## config.mk

```make
export PLATFORM = sky130hd
export DESIGN_NAME = bsb_top
export DESIGN_NICKNAME = d
export VERILOG_FILES = /design/src/logic/bsb_pkg.sv /design/src/logic/bsb_sync.sv /design/src/logic/bsb_cnt.sv /design/src/logic/bsb_top.sv
export SDC_FILE = /design/constraint.sdc
export NUM_CORES = 1
export LEC_CHECK = 0
export BUFFER_PORTS_ARGS = -buffer_cell sky130_fd_sc_hd__buf_2
export CAP_MARGIN = 5
export CORE_MARGIN = 4
export CORE_UTILIZATION = 25
export DETAILED_ROUTE_END_ITERATION = 10
export HOLD_SLACK_MARGIN = 0.08
export PLACE_DENSITY = 0.43
export SYNTH_ARGS = -nofsm -noshare
export SYNTH_HDL_FRONTEND = slang
export SYNTH_SLANG_ARGS = --single-unit
```

## constraint.sdc

```tcl
create_clock -name core_clk -period 3.2 [get_ports core_clk]
set_input_delay 0.48 -clock core_clk [delete_from_list [all_inputs] [get_ports core_clk]]
set_output_delay 0.48 -clock core_clk [all_outputs]
set_load 0.02 [all_outputs]
```

## src/logic/bsb_pkg.sv

```systemverilog
// Function
// - Logic supply undervoltage pulls every high side down; low sides too, except in a slam or park brake phase or ovbrake_active outside normal mode
// - Bridge mode 00 or pump off discharges
// - Enabled overcurrent in normal mode discharges all but low sides in a slam brake phase
// - Supply overvoltage forces passive discharge
// - Pump undervoltage plus blanking holds discharge
// - Pump overtemperature forces passive discharge
// - Keep discharge after drain-source overvoltage handling
// - Non-normal modes discharge, braking low sides exempt
// - Slam brake honoured only in normal mode
// - Slam first actively turns off driven bridges
// - Slam then disables the charge pump
// - Slam routes brake input to low sides
// - Slam low sides follow brake level
// - Excluded low sides stay off in slam
// - Park brake on sleep/stop starts active turn-off
// - Park brake then disables the charge pump
// - Park brake frees low, keeps high pulldowns
// - Park brake low sides on when brake high
// - Gate level selects 11 V or 15 V target
// - Auto stage switches single/dual with supply hysteresis
// - Frequency modulation at 15.6 kHz when enabled
package bsb_pkg;
  localparam int unsigned CLK_HZ = 200_000_000;
  localparam int unsigned MOD_FREQ_HZ = 15_600;
  localparam int unsigned MOD_HALF_CYC = CLK_HZ / (2 * MOD_FREQ_HZ);
  localparam logic [15:0] MOD_HALF_CNT = 16'(MOD_HALF_CYC);
  localparam int unsigned UV_BLANK_NS = 1000;
  localparam int unsigned UV_BLANK_CYC = (UV_BLANK_NS * 200 + 999) / 1000;
  localparam logic [15:0] UV_BLANK_CNT = 16'(UV_BLANK_CYC);
  localparam logic [1:0] MODE_OFF = 2'h0;
  localparam logic [1:0] MODE_LS = 2'h1;
  localparam logic [1:0] MODE_HS = 2'h2;
  localparam logic [7:0] CCP_RST = 8'h10;
  localparam logic AUTO_STAGE_RST = 1'b0;
  localparam logic FMOD_RST = 1'b1;
  localparam logic GATE_LVL_RST = 1'b1;

  typedef enum logic [2:0] {
    BSB_OP_NORMAL, BSB_OP_INIT, BSB_OP_STOP, BSB_OP_FAILSAFE, BSB_OP_RESTART, BSB_OP_SLEEP
  } bsb_op_e;

  typedef enum {BSB_IDLE, BSB_TURNOFF, BSB_PUMPOFF, BSB_BRAKE} bsb_brk_e;

  typedef struct packed {
    logic logic_uv;
    logic vs_ov;
    logic vsint_ov;
    logic cp_uv;
    logic pump_overtemp_flag;
    logic csa_oc;
    logic [2:0] vds_ov_done;
    logic vs_above_hi;
    logic vs_below_lo;
  } bsb_fault_s;

  typedef struct packed {
    logic [5:0] half_bridge_mode_sel;
    logic pump_enable_bit;
    logic overcurrent_shutdown_enable;
    logic slam_brake;
    logic [2:0] slam_exclude;
    logic park_brake_enable;
    logic ovbrake_active;
    logic gate_level_select;
    logic auto_stage_select;
    logic pump_freq_modulation;
    logic [23:0] cross_conduction_time;
  } bsb_ctrl_s;

  typedef struct packed {
    logic [2:0] hs_pulldown;
    logic [2:0] ls_pulldown;
    logic [2:0] hs_active_off;
    logic [2:0] ls_active_off;
    logic [2:0] ls_brake_on;
    logic brake_override;
    logic pump_on;
    logic pump_normal_level;
    logic pump_single_stage;
    logic pump_fm_on;
    logic pump_fm_phase;
  } bsb_gate_s;
endpackage

```

## src/logic/bsb_sync.sv

```systemverilog
`timescale 1ns/1ps
module bsb_sync (
  input wire logic core_clk,
  input wire logic nrst,
  input wire logic din,
  output logic dout
);
  import bsb_pkg::*;
  typedef struct packed {
    logic [2:0] sh;
    logic q;
  } bsb_sync_s;
  bsb_sync_s st;
  bsb_sync_s next_st;

  // Change taken only once stages two and three agree
  always_comb begin
    next_st = st;
    next_st.sh = {st.sh[1:0], din};
    if (st.sh[2] == st.sh[1]) begin
      next_st.q = st.sh[2];
    end
  end

  always_ff @(posedge core_clk) begin
    if (!nrst) begin
      st <= '0;
    end else begin
      st <= next_st;
    end
  end
  assign dout = st.q;
endmodule

```

## src/logic/bsb_cnt.sv

```systemverilog
`timescale 1ns/1ps
module bsb_cnt (
  input wire logic core_clk,
  input wire logic nrst,
  input wire logic load,
  input wire logic [15:0] value,
  output logic busy
);
  import bsb_pkg::*;
  typedef struct packed {
    logic [15:0] cnt;
  } bsb_cnt_s;
  bsb_cnt_s st;
  bsb_cnt_s next_st;

  always_comb begin
    next_st = st;
    if (load) begin
      next_st.cnt = value;
    end else if (st.cnt != 16'h0000) begin
      next_st.cnt = st.cnt - 16'h0001;
    end
  end

  always_ff @(posedge core_clk) begin
    if (!nrst) begin
      st <= '0;
    end else begin
      st <= next_st;
    end
  end
  assign busy = (st.cnt != 16'h0000);
endmodule

```

## src/logic/bsb_top.sv

```systemverilog
// Chosen here: the placing of the registers and register access over AHB-Lite.
`timescale 1ns/1ps
module bsb_top (
  input wire logic core_clk,
  input wire logic nrst,
  input wire logic brake_level_input,
  input wire logic [2:0] op_mode,
  input wire bsb_pkg::bsb_fault_s faults,
  input wire logic hsel,
  input wire logic [31:0] haddr,
  input wire logic [1:0] htrans,
  input wire logic hwrite,
  input wire logic [2:0] hsize,
  input wire logic [31:0] hwdata,
  input wire logic hready,
  output logic hreadyout,
  output logic hresp,
  output logic [31:0] hrdata,
  output bsb_pkg::bsb_gate_s gate
);
  import bsb_pkg::*;

  localparam logic [11:0] OFS_CTRL = 12'h000;
  localparam logic [11:0] OFS_BRAKE = 12'h004;
  localparam logic [11:0] OFS_GENERAL_CONTROL_REG = 12'h008;
  localparam logic [11:0] OFS_CCP = 12'h00c;
  localparam logic [11:0] OFS_STATUS = 12'h010;

  typedef struct packed {
    bsb_ctrl_s ctrl;
    logic wr_pend;
    logic [11:0] wr_addr;
    logic [31:0] rdata;
    bsb_brk_e brk;
    logic park;
    logic [7:0] ccp_cnt;
    logic [15:0] fm_cnt;
    logic single;
    logic prev_cp_uv;
    logic prev_low_power;
    bsb_gate_s gate;
  } bsb_top_s;

  bsb_top_s st;
  bsb_top_s next_st;
  logic brk_sync;
  logic uv_blank;
  logic uv_fall;

  bsb_sync u_sync (
    .core_clk(core_clk),
    .nrst(nrst),
    .din(brake_level_input),
    .dout(brk_sync)
  );

  // Blanking restarts when pump undervoltage clears
  assign uv_fall = st.prev_cp_uv && !faults.cp_uv;
  bsb_cnt u_blank (
    .core_clk(core_clk),
    .nrst(nrst),
    .load(uv_fall),
    .value(UV_BLANK_CNT),
    .busy(uv_blank)
  );

  function automatic logic [31:0] reg_read(input bsb_top_s s, input logic [11:0] a, input bsb_fault_s f);
    logic [31:0] r;
    r = 32'h0000_0000;
    unique case (a)
      OFS_CTRL: r = {24'h0, s.ctrl.overcurrent_shutdown_enable, s.ctrl.pump_enable_bit,
                     s.ctrl.half_bridge_mode_sel};
      OFS_BRAKE: r = {26'h0, s.ctrl.ovbrake_active, s.ctrl.park_brake_enable, s.ctrl.slam_exclude,
                      s.ctrl.slam_brake};
      OFS_GENERAL_CONTROL_REG: r = {29'h0, s.ctrl.pump_freq_modulation, s.ctrl.auto_stage_select,
                        s.ctrl.gate_level_select};
      OFS_CCP: r = {8'h0, s.ctrl.cross_conduction_time};
      OFS_STATUS: r = {18'h0, 2'(s.brk), s.park, s.single, s.gate.pump_on, s.gate.brake_override,
                       f.cp_uv, f.pump_overtemp_flag, s.gate.hs_pulldown, s.gate.ls_pulldown};
      default: r = 32'h0000_0000;
    endcase
    return r;
  endfunction

  always_comb begin
    logic take;
    logic normal;
    logic low_power;
    logic slam_go;
    logic [2:0] driven;
    logic [2:0] common_pd;
    logic [2:0] hs_pd;
    logic [2:0] ls_pd;
    logic ls_exempt;
    logic pump_cut;
    logic keep;
    bsb_brk_e cur;
    take = 1'b0;
    normal = 1'b0;
    low_power = 1'b0;
    slam_go = 1'b0;
    driven = 3'h0;
    common_pd = 3'h0;
    hs_pd = 3'h0;
    ls_pd = 3'h0;
    ls_exempt = 1'b0;
    pump_cut = 1'b0;
    keep = 1'b0;
    cur = BSB_IDLE;
    next_st = st;

    // Bus slave, zero wait states
    take = hsel && hready && htrans[1];
    next_st.wr_pend = take && hwrite;
    next_st.wr_addr = haddr[11:0];
    if (take && !hwrite) begin
      next_st.rdata = reg_read(st, haddr[11:0], faults);
    end
    if (st.wr_pend) begin
      unique case (st.wr_addr)
        OFS_CTRL: begin
          next_st.ctrl.half_bridge_mode_sel = hwdata[5:0];
          next_st.ctrl.pump_enable_bit = hwdata[6];
          next_st.ctrl.overcurrent_shutdown_enable = hwdata[7];
        end
        OFS_BRAKE: begin
          next_st.ctrl.slam_brake = hwdata[0];
          next_st.ctrl.slam_exclude = hwdata[3:1];
          next_st.ctrl.park_brake_enable = hwdata[4];
          next_st.ctrl.ovbrake_active = hwdata[5];
        end
        OFS_GENERAL_CONTROL_REG: begin
          next_st.ctrl.gate_level_select = hwdata[0];
          next_st.ctrl.auto_stage_select = hwdata[1];
          next_st.ctrl.pump_freq_modulation = hwdata[2];
        end
        OFS_CCP: next_st.ctrl.cross_conduction_time = hwdata[23:0];
        default: begin
        end
      endcase
    end

    normal = (op_mode == 3'(BSB_OP_NORMAL));
    low_power = (op_mode == 3'(BSB_OP_SLEEP)) || (op_mode == 3'(BSB_OP_STOP));
    next_st.prev_cp_uv = faults.cp_uv;
    next_st.prev_low_power = low_power;
    slam_go = normal && st.ctrl.slam_brake;

    for (int i = 0; i < 3; i++) begin
      driven[i] = (st.ctrl.half_bridge_mode_sel[2*i +: 2] == MODE_LS) ||
                  (st.ctrl.half_bridge_mode_sel[2*i +: 2] == MODE_HS);
    end

    // Brake sequencer shared by slam and parking entry
    unique case (st.brk)
      BSB_IDLE: begin
        if (slam_go) begin
          next_st.brk = BSB_TURNOFF;
          next_st.park = 1'b0;
          next_st.ccp_cnt = 8'h00;
        end else if (low_power && !st.prev_low_power && st.ctrl.park_brake_enable) begin
          next_st.brk = BSB_TURNOFF;
          next_st.park = 1'b1;
          next_st.ccp_cnt = 8'h00;
        end
      end
      BSB_TURNOFF: begin
        next_st.ccp_cnt = st.ccp_cnt + 8'h01;
        if (st.ccp_cnt >= st.ctrl.cross_conduction_time[7:0] &&
            st.ccp_cnt >= st.ctrl.cross_conduction_time[15:8] &&
            st.ccp_cnt >= st.ctrl.cross_conduction_time[23:16]) begin
          next_st.brk = BSB_PUMPOFF;
        end
      end
      BSB_PUMPOFF: next_st.brk = BSB_BRAKE;
      BSB_BRAKE: begin
      end
    endcase
    // Leaving the triggering condition aborts the sequence; gates drop it in that same cycle
    keep = st.park ? low_power : slam_go;
    if (keep) begin
      cur = st.brk;
    end else if (st.brk != BSB_IDLE) begin
      next_st.brk = BSB_IDLE;
    end

    pump_cut = (cur == BSB_PUMPOFF) || (cur == BSB_BRAKE);

    for (int i = 0; i < 3; i++) begin
      next_st.gate.hs_active_off[i] = 1'b0;
      next_st.gate.ls_active_off[i] = 1'b0;
      if (cur == BSB_TURNOFF && driven[i] &&
          st.ccp_cnt < st.ctrl.cross_conduction_time[8*i +: 8]) begin
        next_st.gate.hs_active_off[i] = 1'b1;
        next_st.gate.ls_active_off[i] = 1'b1;
      end
      next_st.gate.ls_brake_on[i] = 1'b0;
      if (cur == BSB_BRAKE) begin
        // Excluded low sides are held off in slam only; park braking ignores the exclusion
        next_st.gate.ls_brake_on[i] = brk_sync &&
                                      !(st.park ? 1'b0 : st.ctrl.slam_exclude[i]);
      end
    end
    next_st.gate.brake_override = (cur == BSB_BRAKE) && !st.park;

    // Causes shared by the high and low side of each bridge, some of them per bridge
    for (int i = 0; i < 3; i++) begin
      common_pd[i] = faults.logic_uv ||
                     (normal && st.ctrl.half_bridge_mode_sel[2*i +: 2] == MODE_OFF) ||
                     (normal && !st.ctrl.pump_enable_bit) ||
                     (normal && faults.csa_oc && st.ctrl.overcurrent_shutdown_enable) ||
                     faults.vs_ov || faults.vsint_ov ||
                     faults.cp_uv || uv_fall || uv_blank ||
                     faults.pump_overtemp_flag ||
                     (normal && faults.vds_ov_done[i]) ||
                     !normal;
    end
    ls_exempt = (st.park && cur == BSB_BRAKE) || st.ctrl.ovbrake_active;
    hs_pd = common_pd;
    ls_pd = (ls_exempt && !normal) ? 3'h0 : common_pd;
    if (cur == BSB_BRAKE && !st.park) begin
      ls_pd = 3'h0;
    end
    next_st.gate.hs_pulldown = hs_pd;
    next_st.gate.ls_pulldown = ls_pd & ~next_st.gate.ls_brake_on;

    next_st.gate.pump_on = st.ctrl.pump_enable_bit && !pump_cut;
    next_st.gate.pump_normal_level = st.ctrl.gate_level_select;

    // Stage selection with supply hysteresis
    if (!st.ctrl.auto_stage_select) begin
      next_st.single = 1'b0;
    end else if (faults.vs_above_hi) begin
      next_st.single = 1'b1;
    end else if (faults.vs_below_lo) begin
      next_st.single = 1'b0;
    end
    next_st.gate.pump_single_stage = next_st.single;

    // Modulation square wave, half period counted in core cycles
    next_st.gate.pump_fm_on = st.ctrl.pump_freq_modulation;
    if (!st.ctrl.pump_freq_modulation) begin
      next_st.fm_cnt = 16'h0000;
      next_st.gate.pump_fm_phase = 1'b0;
    end else if (st.fm_cnt >= MOD_HALF_CNT - 16'h0001) begin
      next_st.fm_cnt = 16'h0000;
      next_st.gate.pump_fm_phase = !st.gate.pump_fm_phase;
    end else begin
      next_st.fm_cnt = st.fm_cnt + 16'h0001;
    end
  end

  always_ff @(posedge core_clk) begin
    if (!nrst) begin
      st <= '0;
      st.ctrl.cross_conduction_time <= {CCP_RST, CCP_RST, CCP_RST};
      st.ctrl.auto_stage_select <= AUTO_STAGE_RST;
      st.ctrl.pump_freq_modulation <= FMOD_RST;
      st.ctrl.gate_level_select <= GATE_LVL_RST;
      st.brk <= BSB_IDLE;
      // Safe state from reset: every gate pulled down
      st.gate.hs_pulldown <= 3'h7;
      st.gate.ls_pulldown <= 3'h7;
    end else begin
      st <= next_st;
    end
  end

  assign hreadyout = 1'b1;
  assign hresp = 1'b0;
  assign hrdata = st.rdata;
  assign gate = st.gate;
endmodule

```

; ---- Word level (Yosys, flattened, before mapping)
; Cells that the tools add are included.
[totals]
ff_bits = 183
input_bits = 89
output_inout_bits = 55
word_cells = 200
[classes]
add_sub_neg = 3
magnitude_cmp = 7
n_eq_ne = 22
muxes = 25
n_bitwise = 4
n_reduce_logical = 105
[ops]
columns = cell, count
row1 = $mux W32, 4
row2 = $pmux W24 S5, 1
row3 = $pmux W32 S3, 1
row4 = $mux W41, 2
row5 = $eq A32 B2 Y1 const B, 2
row6 = $eq A32 B3 Y1 const B, 2
row7 = $eq A12 B4 Y1 const B, 4
row8 = $logic_or A1 B1 Y1, 39
row9 = $eq A32 B1 Y1 const B, 1
row10 = $logic_and A1 B1 Y1, 32
row11 = $logic_not A32 Y1, 1
row12 = $reduce_bool A32 Y1, 1
row13 = $eq A12 B3 Y1 const B, 2
row14 = $ge A8 B8 Y1, 3
row15 = $logic_not A12 Y1, 2
row16 = $lt A8 B8 Y1, 3
row17 = $add A16 B1 Y16 const B, 1
row18 = $ge A16 B13 Y1 const B, 1
row19 = $mux W8, 2
row20 = $pmux W8 S2, 1
row21 = $reduce_and A2 Y1, 8
row22 = $reduce_bool A16 Y1, 1
row23 = $sub A16 B1 Y16 const B, 1
row24 = $eq A12 B5 Y1 const B, 1
row25 = other kinds (18), 50

; ---- Longest topological paths before layout
; Gate-level depths: netlist (run 1).
[depth]
ltp_word = 16
depth_mapped = 8
depth_no_buf = 7

; ---- Cells and area by module
; From an unflattened synthesis (run 1), not the netlist that was laid out.
[unflattened]
hier_cells = 889
area_unflattened_um2 = 7883.8
[by_module_without_submodules]
columns = mod, n_inst, cells_per_inst, area_each_um2, seq_area_each_um2
row1 = bsb_top, 1, 771, 6872.8, 3103.0
row2 = bsb_cnt, 1, 108, 894.6, 320.3
row3 = bsb_sync, 1, 10, 116.4, 80.1

; ---- Worst setup path before layout (run 1)
; OpenSTA, ideal clock, no wires.
[synth_path]
kind = reg-to-reg
from = reg st[76] in the netlist's numbering
to = reg st[42] in the netlist's numbering
setup_time_ps = 67
arrival_time_ps = 2288
path_slack_ps = 845
path_stages_with_launch = 8
synth_period_minus_slack_ps = 2355
cell_sequence = dfxtp_1 > or4_1 > buf_2 > or4_1 > buf_2 > buf_6 > or4_4 > a21oi_2
[synth_via]
elab_chain_len = 3
word_cells_on_any_way = 6
[synth_lines]
columns = item, line_no
row1 = "start, declared", bsb_top.sv:44  ; bsb_top_s st;
row2 = "start signal, assigned", bsb_top.sv:265  ; st <= next_st;
row3 = $logic_not A32 Y1 or $eq A32 B1 Y1 (tied branches), bsb_top.sv:155  ; unique case (st.brk)
row4 = $ne A3 B3 Y1 (no line) or $reduce_bool A2 Y1 (tied branches), n/a
row5 = $reduce_and A2 Y1 (no line), n/a
; Several ways; a longest one is shown, not always the timed one.
; A chain may end at the register's enable or synchronous reset.

; ---- Final worst setup path (run 1)
[layout_path]
from = reg st[76] in the netlist's numbering
to = reg st[47] in the netlist's numbering
; Same word-level chain as after synthesis.

==> out/results.ini, run 1 <==
[synth]
async_flop_share_pct = 0
syn_avg_cell_area_um2 = 8.943
seq_area_frac_synth_pct = 45.08
yosysUniqueCellTypes = 64
netlist_area_mm2 = 0.007771
synth_seq_cells = 175
syn_inst = 869
yosysTopAreaCellShare_pct = 45.08
synth_enable_flop_cells = 0
synth_largest_area_cell = dfxtp_1
yosys-top-cells-area = dfxtp_1 45%, buf_4 5.3%, ha_1 5.2%
yosysWarnings = 0
synth_ff_type = dfxtp_1

[setup_path]
crit_top_cell = or4_1
cp_max_fo = 15
cp.buffers_inverters = 0
path_depth = 4
max_stage_delay_ps = 820
crit_path_end_kind = register
arrival_ps = 2930
critical_path.slowest_cell = or4_1
crit_type = register to register
worstPathCellList = or4_1, or4_1, or4_1, a21oi_1
setup.worst_path.start_class = register
cp.required_ps = 3560
reg2regPathDepth = 4
critPathTopFamily = simple AND/OR/NAND/NOR gates

[timing]
slew_viol_final = 0
setup-tns-final_ps = 0
max_slew.worst_pin.slew_ps = 724.1
relSlewSlack_pct = 51.55
finalCriticalPeriod_ps = 2570
hold_viol = 0
rsz0062_at_grt = no
finalClockSkew_ps = 12.62
fmax_mhz = 389.1
period_share_pct = 80.32
setup_viol = 0

[clock_tree]
ctsResizeCount = 0
htreeDepth = 4
cts_tree = yes
insertion_delay_ps = 430
cts_made_buffers = 17
clk_pin_slew_ps = 70
clkSinkCount = 175
root_buffer = clkbuf_16
cts_buffer_depth = 2
hold_buffers = 0
post-cts-setup-buffer-count = 0

[drt]
wl_per_cell_um = 15.70
final_antenna_net_count = 0
wl_um = 20970
drc = 0
first_pass_iters = 4
drtIter0Drc = 300
vias = 5900
viasPerCell = 4.419

[power]
peakVddDrop_mv = 0.3695
power.leakage_nw = 3.461
p_per_area_mw_per_mm2 = 589.4

[grt]
grt.total_usage_pct = 12.41
grt_antenna_before_repair = 8
grt_overflow = 0
grt_max_degree = 33
grt_pass1_wl_um = 32760
grt_pass1_vias = 5809

[finish]
fillers = 3254
layout-drive-gt1-share_pct = 17.40
final_cell_area_mm2 = 0.008932
fin_nets = 1045
area_growth_pct = 14.94

[outcome]
status = complete, no violations

[floorplanning]
num_io_pins = 144
start_util_pct = 25.40
die_y_um = 184.3
dieArea_mm2 = 0.03397
core_mm2 = 0.03059
die_w_um = 184.3
num_rows = 64

[placed_design]
hpwl_um = 15780
placed_cell_area_mm2 = 0.008368
io_buffers = 101
routabilityCongestion = 0.7849

[min_path]
hold_class = input pin to register
worstHoldPathCells = 2

[job]
drv_cap = 0

[cells in the final DEF, fill, tap and decap left out, types with 5 or more instances in the layout]
cell type	count
dfxtp_1	175
buf_2	101
nand2_1	83
nor2_1	68
a21oi_1	65
and2_1	47
inv_1	46
ha_1	32
o21ai_0	26
mux2i_1	23
nand3_1	23
xnor2_1	18
clkbuf_16	17
nor3_1	15
buf_4	15
nor4_1	14
conb_1	13
nand4_1	12
or4_1	10
or3_1	7
and3_1	7
nor3b_1	7
a31oi_1	6
o31ai_1	6
a22oi_1	6
xor2_1	6
nand2b_1	5
o211ai_1	5
[Yosys cell counts (3+ instances only)]
cell type  instances
ha_1              32
clkbuf_1          28
inv_1             47
nor2_1            68
buf_1              5
nand4_1           12
a31oi_1            6
xor2_1             6
nor4_1            14
nand2_1           83
o31ai_1            6
a32oi_1            3
nor3b_1            7
a211oi_1           4
nand2b_1           5
or3_1              7
buf_4             55
mux4_2             3
o32a_1             3
o21a_1             3
xnor2_1           18
nor3_1            15
and2_1            47
o21ai_0           26
a2111oi_0          4
or2_2              4
a221o_1            3
or4_1             10
o211ai_1           5
dfxtp_1          175
nand3_1           23
and3_1             7
a22oi_1            6
a21oi_1           65
mux2i_1           23
nor2b_1            4
[per-stage QoR]
stage / worst slack [ps] / utilization, % / power, mW / hold slack [ps] / instances
after global routing: 358.8 / 29.20 / 5.562 / 259.8 / 1335
final: 629.6 / 29.20 / 5.265 / 264.2 / 1335
after CTS: 629.2 / 29.18 / 5.350 / 239.6 / 1333
after detailed placement: 639.5 / 27.36 / 3.314 / 423.7 / 1301
after floorplan: 845.0 / - / 3.086 / 411.9 / 880
after global placement: 653.5 / 27.36 / 3.319 / 433.3 / 1301
[routing by layer]
| metal | up-vias | share of wire, % | global-route usage [%] |
|---|---|---|---|
| met5 | - | 0.29 | 0 |
| met4 | 12 | 2.1 | 4.289 |
| met3 | 32 | 4.6 | 3.197 |
| met2 | 93 | 45 | 19.49 |
| met1 | 2710 | 48 | 16.61 |
| li1 | 3053 | - | - |
[registers in the layout (all words and copies together), names as in the netlist]
name / cells
u_blank.st: 16
u_sync.st: 1
hrdata: 24
u_sync.dout: 1
gate: 18
u_sync.next_st: 2
next_st: 2
st: 111
[report_power, final]
group,internal [mW],leakage (nW),switching [mW],total [mW]
logic,0.379,1.78,0.514,0.893
registers,2.29,1.42,0.0911,2.38
clock network,1.02,0.261,0.970,1.99
[worst paths after layout]
path / to / slack, ps / from
worst min register to register: hrdata[23]$_SDFFE_PN0P_ / 450 / hrdata[23]$_SDFFE_PN0P_
worst max register to register: st[47]$_SDFFE_PN0P_ / 630 / st[76]$_SDFF_PN0_
worst max-delay path: st[47]$_SDFFE_PN0P_ / 630 / st[76]$_SDFF_PN0_
worst min-delay path: u_sync.next_st[2]$_SDFF_PN0_ / 260 / brake_level_input
[final cells by class]
type	instances	area, µm²	share of cell area (%)
Sequential cell	175	3503	39.22
Clock inverter	14	130.1	1.457
Multi-Input combinational cell	567	3575	40.02
Clock buffer	18	429.2	4.805
Inverter	47	176.4	1.975
Timing Repair Buffer	116	618.1	6.920
Tap cell	396	495.5	5.547
Antenna cell	2	5.005	0.05603
[cell families (layout without fill, tap and decap cells)]
group | after synthesis | after routing | synth area share [%]
simple gates | 320 | 320 | 21.22
flops | 175 | 175 | 45.08
compound gates | 152 | 152 | 12.46
buf+inv | 138 | 195 | 9.451
fa+ha+maj | 32 | 32 | 5.152
mux | 26 | 26 | 3.832
xor+xnor | 24 | 24 | 2.705
other cells | 2 | 15 | 0.09664
Note: power is estimated with default switching activity, not from simulation.
==> run 2: changes to the inputs <==
--- a/config.mk
+++ b/config.mk
@@ -5,13 +5,14 @@
 export SDC_FILE = /design/constraint.sdc
 export NUM_CORES = 1
 export LEC_CHECK = 0
+export ABC_AREA = 1
 export BUFFER_PORTS_ARGS = -buffer_cell sky130_fd_sc_hd__buf_2
 export CAP_MARGIN = 5
 export CORE_MARGIN = 4
 export CORE_UTILIZATION = 25
 export DETAILED_ROUTE_END_ITERATION = 10
 export HOLD_SLACK_MARGIN = 0.08
-export PLACE_DENSITY = 0.43
+export PLACE_DENSITY = 0.44
 export SYNTH_ARGS = -nofsm -noshare
 export SYNTH_HDL_FRONTEND = slang
 export SYNTH_SLANG_ARGS = --single-unit
==> constraint.sdc (replaced) <==
create_clock -name core_clk -period 2.05 [get_ports core_clk]
set_input_delay 0.3075 -clock core_clk [delete_from_list [all_inputs] [get_ports core_clk]]
set_output_delay 0.3075 -clock core_clk [all_outputs]
set_load 0.02 [all_outputs]
==> out/results.ini, run 2 <==
[synth]
yosysMostFrequentCell = nand2_1
yosysTopAreaCellShare_pct = 42.67  ; -2.4 points
synth_seq_cells = 175  ; unchanged
synth_largest_area_cell = dfxtp_1
yosys-top-cells-area = dfxtp_1 43%, nand2_1 8.5%, inv_1 6.6%
netlist_area_mm2 = 0.008210  ; +5.7%
synth_enable_flop_cells = 0  ; unchanged
syn_inst = 1100  ; +27%
async_flop_share_pct = 0  ; unchanged
yosysWarnings = 0  ; unchanged
synth_common_cells = 185 x nand2_1, 175 x dfxtp_1, 144 x inv_1
syn_avg_cell_area_um2 = 7.464  ; -17%
seq_area_frac_synth_pct = 42.67  ; -2.4 points
synth_ff_type = dfxtp_1
yosysUniqueCellTypes = 46  ; -28%

[finish]
multi_input_area_mm2 = 0.003607  ; +0.91%
final_cells = 1625  ; +22%
mostFrequentLayoutCells = 185 x nand2_1, 175 x dfxtp_1, 144 x inv_1
final_cell_area_mm2 = 0.009588  ; +7.3%
fin_nets = 1290  ; +23%
area_growth_pct = 16.78
utilization_pct = 29.54  ; +0.34 points
layout-drive-gt1-share_pct = 16.58  ; -0.81 points
seqCellArea_mm2 = 0.003503  ; unchanged
top_register = st
final_common_cell = nand2_1
largest_register_ffs = 111  ; unchanged
fillers = 3538  ; +8.7%

[setup_path]
setup.worst_path.start_class = input pin
worstSetupStartpoint = haddr[9]
worstPathCellList = dlygate4sd3_1, buf_2, nor2_1, nand2_2, nor3_4, inv_2, o22ai_1, nand2_1, a21oi_1
r2r_setup_slack_ps = 280  ; -350 ps
critical_path.slowest_cell = dlygate4sd3_1
reg2regPathDepth = 10  ; +6
crit_end = hrdata[11]$_SDFFE_PN0P_
crit_type = input pin to register
cp_max_fo = 7  ; -8
worstReg2RegStart = st[45]$_SDFFE_PN0P_
crit_path_end_kind = register
r2r-end = st[50]$_SDFF_PN0_
cp.required_ps = 2420  ; -1140 ps
max_stage_delay_ps = 530  ; -290 ps
arrival_ps = 2230  ; -700 ps

[drt]
wl_um = 22310  ; +6.4%
final_antenna_net_count = 0  ; unchanged
viasPerCell = 4.170  ; -5.6%
wl_per_cell_um = 13.73  ; -13%
drc = 0  ; unchanged
drtIter0Drc = 324  ; +8.0%
vias = 6776  ; +15%
first_pass_iters = 5  ; +1

[placed_design]
placed_cell_area_mm2 = 0.008900  ; +6.4%
pre_cts_ws_ps = 200.4  ; -439.1 ps
io_buffers = 101  ; unchanged
hpwl_um = 16930  ; +7.2%
dpl.cell_count = 1585  ; +22%
routabilityCongestion = 0.8010  ; +2.1%

[outcome]
status = complete, no violations

[min_path]
hold_class = input pin to register

[clock_tree]
insertion_delay_ps = 440  ; about the same
cts_tree = yes
clk_pin_slew_ps = 70  ; about the same
cts_buffer_depth = 2  ; unchanged
htreeDepth = 4  ; unchanged
cts_made_buffers = 17  ; unchanged
root_buffer = clkbuf_16
clkSinkCount = 175  ; unchanged

[timing]
holdWs_ps = 99.38  ; -164.8 ps
setup_viol = 0  ; unchanged
slew_viol_final = 0  ; unchanged
setup-tns-final_ps = 0  ; unchanged
fmax_mhz = 536.8
finalCriticalPeriod_ps = 1863
hold_viol = 0  ; unchanged
period_share_pct = 90.87
finalClockSkew_ps = 12.37  ; -0.2487 ps
max_slew.worst_pin.slew_ps = 561.0  ; -163.2 ps
relSlewSlack_pct = 62.49  ; +11 points
fin_ws_ps = 187.1  ; -442.5 ps
rsz0062_at_grt = no

[job]
drv_cap = 0  ; unchanged

[floorplanning]
dieArea_mm2 = 0.03580  ; +5.4%
num_rows = 66  ; +3.1%
die_w_um = 189.2  ; +2.7%
die_y_um = 189.2  ; +2.7%
num_io_pins = 144  ; unchanged
core_mm2 = 0.03245  ; +6.1%
start_util_pct = 25.30  ; -0.11 points

[grt]
grt_overflow = 0  ; unchanged
grt_pass1_wl_um = 35900  ; +9.6%
grt_pass1_vias = 6580  ; +13%
grt_max_degree = 78  ; +140%
grt.total_usage_pct = 12.71  ; +0.30 points
grt_antenna_before_repair = 1  ; -7

[power]
peakVddDrop_mv = 0.5536  ; +50%
p_per_area_mw_per_mm2 = 886.0  ; +50%
power.leakage_nw = 4.214  ; +22%
p_total_mw = 8.495  ; +61%

==> run 2: changes by cell type after synthesis, sizes merged, moves of 23 or more <==
cell   previous run  this run
nand2            83       187
nor2             68       130
inv              47       159
nand3            23        76
and2             48         0
o21ai            26        64
mux2i            23         0
==> run 2: cell families (layout without fill, tap and decap cells) <==
group                      count (synthesis)  after routing  synth area share (%)
AOI/OAI and AO/OA                        172            172                 11.35
adders and majority gates                 32             32                 4.877
DFF                                      175            175                 42.67
xor gates and xnor gates                  18             18                 1.920
buffers and inverters                    245            316                 14.05
other                                      2             14               0.09147
and+or+nand+nor                          456            456                 25.04
==> run 2: area by class of cell <==
type                    count  area share, %
diodes                      1        0.02610
clock buffers              18          4.580
clock inverters            14          1.788
inverters                 160          6.290
multi-input cells         691          37.62
flip-flops and latches    175          36.54
well taps                 442          5.768
repair buffers            124          7.386
==> run 2: routing by layer <==
metal | up-vias | global-route usage (%) | part of all wire [%]
li1 | 3615 | - | -
met1 | 3062 | 16.94 | 49
met2 | 89 | 21.38 | 48
met3 | 10 | 2.673 | 2.8
met4 | 0 | 2.699 | 0.73
met5 | - | 0 | 0
==> run 2: timing repair <==
item                       4_1_cts  5_1_grt
setup buffers                    0        0
setup endpoints to repair        0        5
hold buffers                     7        0
hold endpoints to repair         7        0
gates resized for setup          0        1
==> run 2: how the worst min path moves through the flow <==
stage	start	endpoint	slack, ps	cells past startpoint
after detailed placement	u_sync.next_st[2]$_SDFF_PN0_	u_sync.next_st[3]$_SDFF_PN0_	400	2
after global routing	haddr[7]	st[120]$_SDFF_PN0_	90	3
final	haddr[5]	st[118]$_SDFF_PN0_	100	3
after CTS	haddr[5]	st[118]$_SDFF_PN0_	80	3
after floorplan	u_sync.next_st[2]$_SDFF_PN0_	u_sync.next_st[3]$_SDFF_PN0_	390	2
after global placement	u_sync.next_st[2]$_SDFF_PN0_	u_sync.next_st[3]$_SDFF_PN0_	400	2
==> run 2: where the power goes <==
| part | total (mW) | internal (mW) | switching (mW) |
|---|---|---|---|
| combinational | 1.37 | 0.499 | 0.872 |
| clock | 3.44 | 1.88 | 1.56 |
| sequential | 3.68 | 3.56 | 0.121 |
==> run 2: worst max-delay path: cells and delay by family <==
kind / cells / cell delay [ps]
and+or+nand+nor: 4 / 790
buffers and inverters: 3 / 780
AOI/OAI and AO/OA: 2 / 340
==> run 3: changes to the inputs <==
--- a/config.mk
+++ b/config.mk
@@ -5,14 +5,13 @@
 export SDC_FILE = /design/constraint.sdc
 export NUM_CORES = 1
 export LEC_CHECK = 0
-export ABC_AREA = 1
 export BUFFER_PORTS_ARGS = -buffer_cell sky130_fd_sc_hd__buf_2
 export CAP_MARGIN = 5
 export CORE_MARGIN = 4
 export CORE_UTILIZATION = 25
 export DETAILED_ROUTE_END_ITERATION = 10
 export HOLD_SLACK_MARGIN = 0.08
-export PLACE_DENSITY = 0.44
+export PLACE_DENSITY = 0.45
 export SYNTH_ARGS = -nofsm -noshare
 export SYNTH_HDL_FRONTEND = slang
 export SYNTH_SLANG_ARGS = --single-unit
==> out/results.ini, run 3 (synthesis results as in run 1) <==
[outcome]
status = complete, but fails checks
violations = negative setup slack

[finish]
final_cells = 1390  ; -14%
mostFrequentLayoutCells = 172 x dfxtp_1, 101 x buf_2, 83 x nand2_1
top_register = st
fin_nets = 1099  ; -15%
fillers = 3253  ; -8.1%
area_growth_pct = 23.67
final_common_cell = dfxtp_1
largest_register_ffs = 111  ; unchanged
layout-drive-gt1-share_pct = 23.61  ; +7.0 points

[setup_path]
crit_type = register to register
max_stage_delay_ps = 540  ; about the same
crit_path_end_kind = register
critPathTopFamily = simple AND/OR/NAND/NOR gates
setup.worst_path.start_class = register
cp_max_fo = 11  ; +4
cp.buffers_inverters = 1  ; -2
arrival_ps = 2490  ; +260 ps
worstPathCellList = or4_4, or4_4, buf_6, or4_1, a21oi_1
crit_top_cell = or4_4
cp.required_ps = 2410  ; about the same
path_depth = 5  ; -4
r2r_setup_slack_ps = -80  ; -360 ps
critical_path.slowest_cell = or4_4
reg2regPathDepth = 5  ; -5

[grt]
grt_pass1_wl_um = 32460  ; -9.6%
grt_antenna_before_repair = 7  ; +6
grt_pass1_vias = 5936  ; -9.8%
grt_max_degree = 57  ; -27%
grt.total_usage_pct = 12.25  ; -0.46 points
grt_overflow = 0  ; unchanged

[drt]
final_antenna_net_count = 0  ; unchanged
wl_um = 21010  ; -5.8%
vias = 6104  ; -9.9%
wl_per_cell_um = 15.11  ; +10%
drc = 0  ; unchanged
viasPerCell = 4.391  ; +5.3%
drtIter0Drc = 196  ; -40%
first_pass_iters = 4  ; -1

[timing]
setup-tns-final_ps = -486.3  ; -486.3 ps
rsz0062_at_grt = yes
finalClockSkew_ps = 9.438  ; -2.929 ps
fin_ws_ps = -82.92  ; -270.0 ps
hold_viol = 0  ; unchanged
slew_viol_final = 0  ; unchanged
finalCriticalPeriod_ps = 2133  ; +270.0 ps
fmax_mhz = 468.8  ; -13%
period_share_pct = 104.0  ; +13 points
setup_viol = 7  ; +7

[floorplanning]
die_y_um = 184.3  ; -2.6%
start_util_pct = 25.40  ; +0.11 points
dieArea_mm2 = 0.03397  ; -5.1%
num_rows = 64  ; -3.0%
num_io_pins = 144  ; unchanged
core_mm2 = 0.03059  ; -5.7%
die_w_um = 184.3  ; -2.6%

[job]
drv_cap = 0  ; unchanged

[clock_tree]
cts_made_buffers = 17  ; unchanged
htreeDepth = 4  ; unchanged
cts_buffer_depth = 2  ; unchanged
post-cts-setup-buffer-count = 0  ; unchanged
clkSinkCount = 175  ; unchanged
insertion_delay_ps = 430  ; about the same
cts_tree = yes
clk_pin_slew_ps = 70  ; about the same
root_buffer = clkbuf_16

[power]
peakVddDrop_mv = 0.5665  ; +2.3%
p_per_area_mw_per_mm2 = 914.4  ; +3.2%
power.leakage_nw = 3.792  ; -10%

[placed_design]
io_buffers = 101  ; unchanged
dpl.cell_count = 1348  ; -15%
hpwl_um = 15950  ; -5.8%
routabilityCongestion = 0.7314  ; -8.7%

[min_path]
hold_class = input pin to register
worstHoldPathCells = 2  ; -1

-- run 3: changes by cell type in the layout (fill, tap and decap cells not counted), sizes merged, moves of 10 or more --
| cell | previous run | this run |
|---|---|---|
| a21oi | 83 | 66 |
| and2 | 0 | 48 |
| buf | 117 | 162 |
| inv | 166 | 54 |
| mux2i | 0 | 23 |
| nand2 | 187 | 83 |
| nand3 | 76 | 23 |
| nor2 | 130 | 68 |
| nor3 | 25 | 15 |
| nor4 | 5 | 15 |
| o21ai | 64 | 26 |
| or4 | 0 | 11 |
| xnor2 | 6 | 18 |
-- run 3: final timing paths --
path,startpoint,endpoint
hold / removal,haddr[9],st[122]$_SDFF_PN0_
hold reg to reg,hrdata[17]$_SDFFE_PN0P_,hrdata[17]$_SDFFE_PN0P_
setup reg to reg,st[80]$_SDFF_PN0_,st[44]$_SDFFE_PN0P_
setup / recovery,st[80]$_SDFF_PN0_,st[44]$_SDFFE_PN0P_
-- run 3: power breakdown --
| group | internal, mW | switching, mW | total, mW |
|---|---|---|---|
| registers | 3.57 | 0.124 | 3.70 |
| logic | 0.896 | 0.948 | 1.84 |
| clock network | 1.75 | 1.49 | 3.25 |
| total | 6.22 | 2.57 | 8.79 |
-- run 3: worst reg2reg max path: stages, from the launching register on --
cell and delay (ps):
dfxtp_1 310, or4_4 540, or4_4 550, buf_6 160
or4_1 400, a21oi_1 130
-- run 3: area by class of cell --
type | count | area, µm² | area share (%)
Timing Repair Buffer | 170 | 1109 | 11.53
Clock buffer | 18 | 439.2 | 4.570
Sequential cell | 175 | 3507 | 36.49
Tap cell | 396 | 495.5 | 5.156
Multi-Input combinational cell | 567 | 3727 | 38.78
Inverter | 47 | 176.4 | 1.836
Clock inverter | 14 | 148.9 | 1.549
Antenna cell | 3 | 7.507 | 0.07811
-- run 3: through the flow --
stage          worst slack [ps]  instance area (µm²)  utilization, %  hold WS (ps)  power [mW]
2_1_floorplan            -224.4                 7830               -         409.7       4.866
3_3_place_gp             -205.0                 8782           28.71         428.8       5.484
3_5_place_dp             -219.5                 8782           28.71         420.6       5.484
4_1_cts                  -99.30                 9493           31.03         83.27       8.810
5_1_grt                  -137.3                 9605           31.40         100.6       9.242
6_report                 -82.92                 9610           31.42         108.0       8.788
-- run 3: routing by layer --
metal	GRT usage [%]	wire (µm)	vias up
met3	3.434	1151	24
li1	-	-	3170
met4	3.786	279	8
met5	0	48	-
met1	16.15	9989	2806
met2	19.55	9537	96
-- run 3: repair_timing --
action	CTS	global route
hold buffers	8	0
gates resized for setup	10	23
setup endpoints to repair	42	62
hold endpoints to repair	8	0
pin swaps	7	3
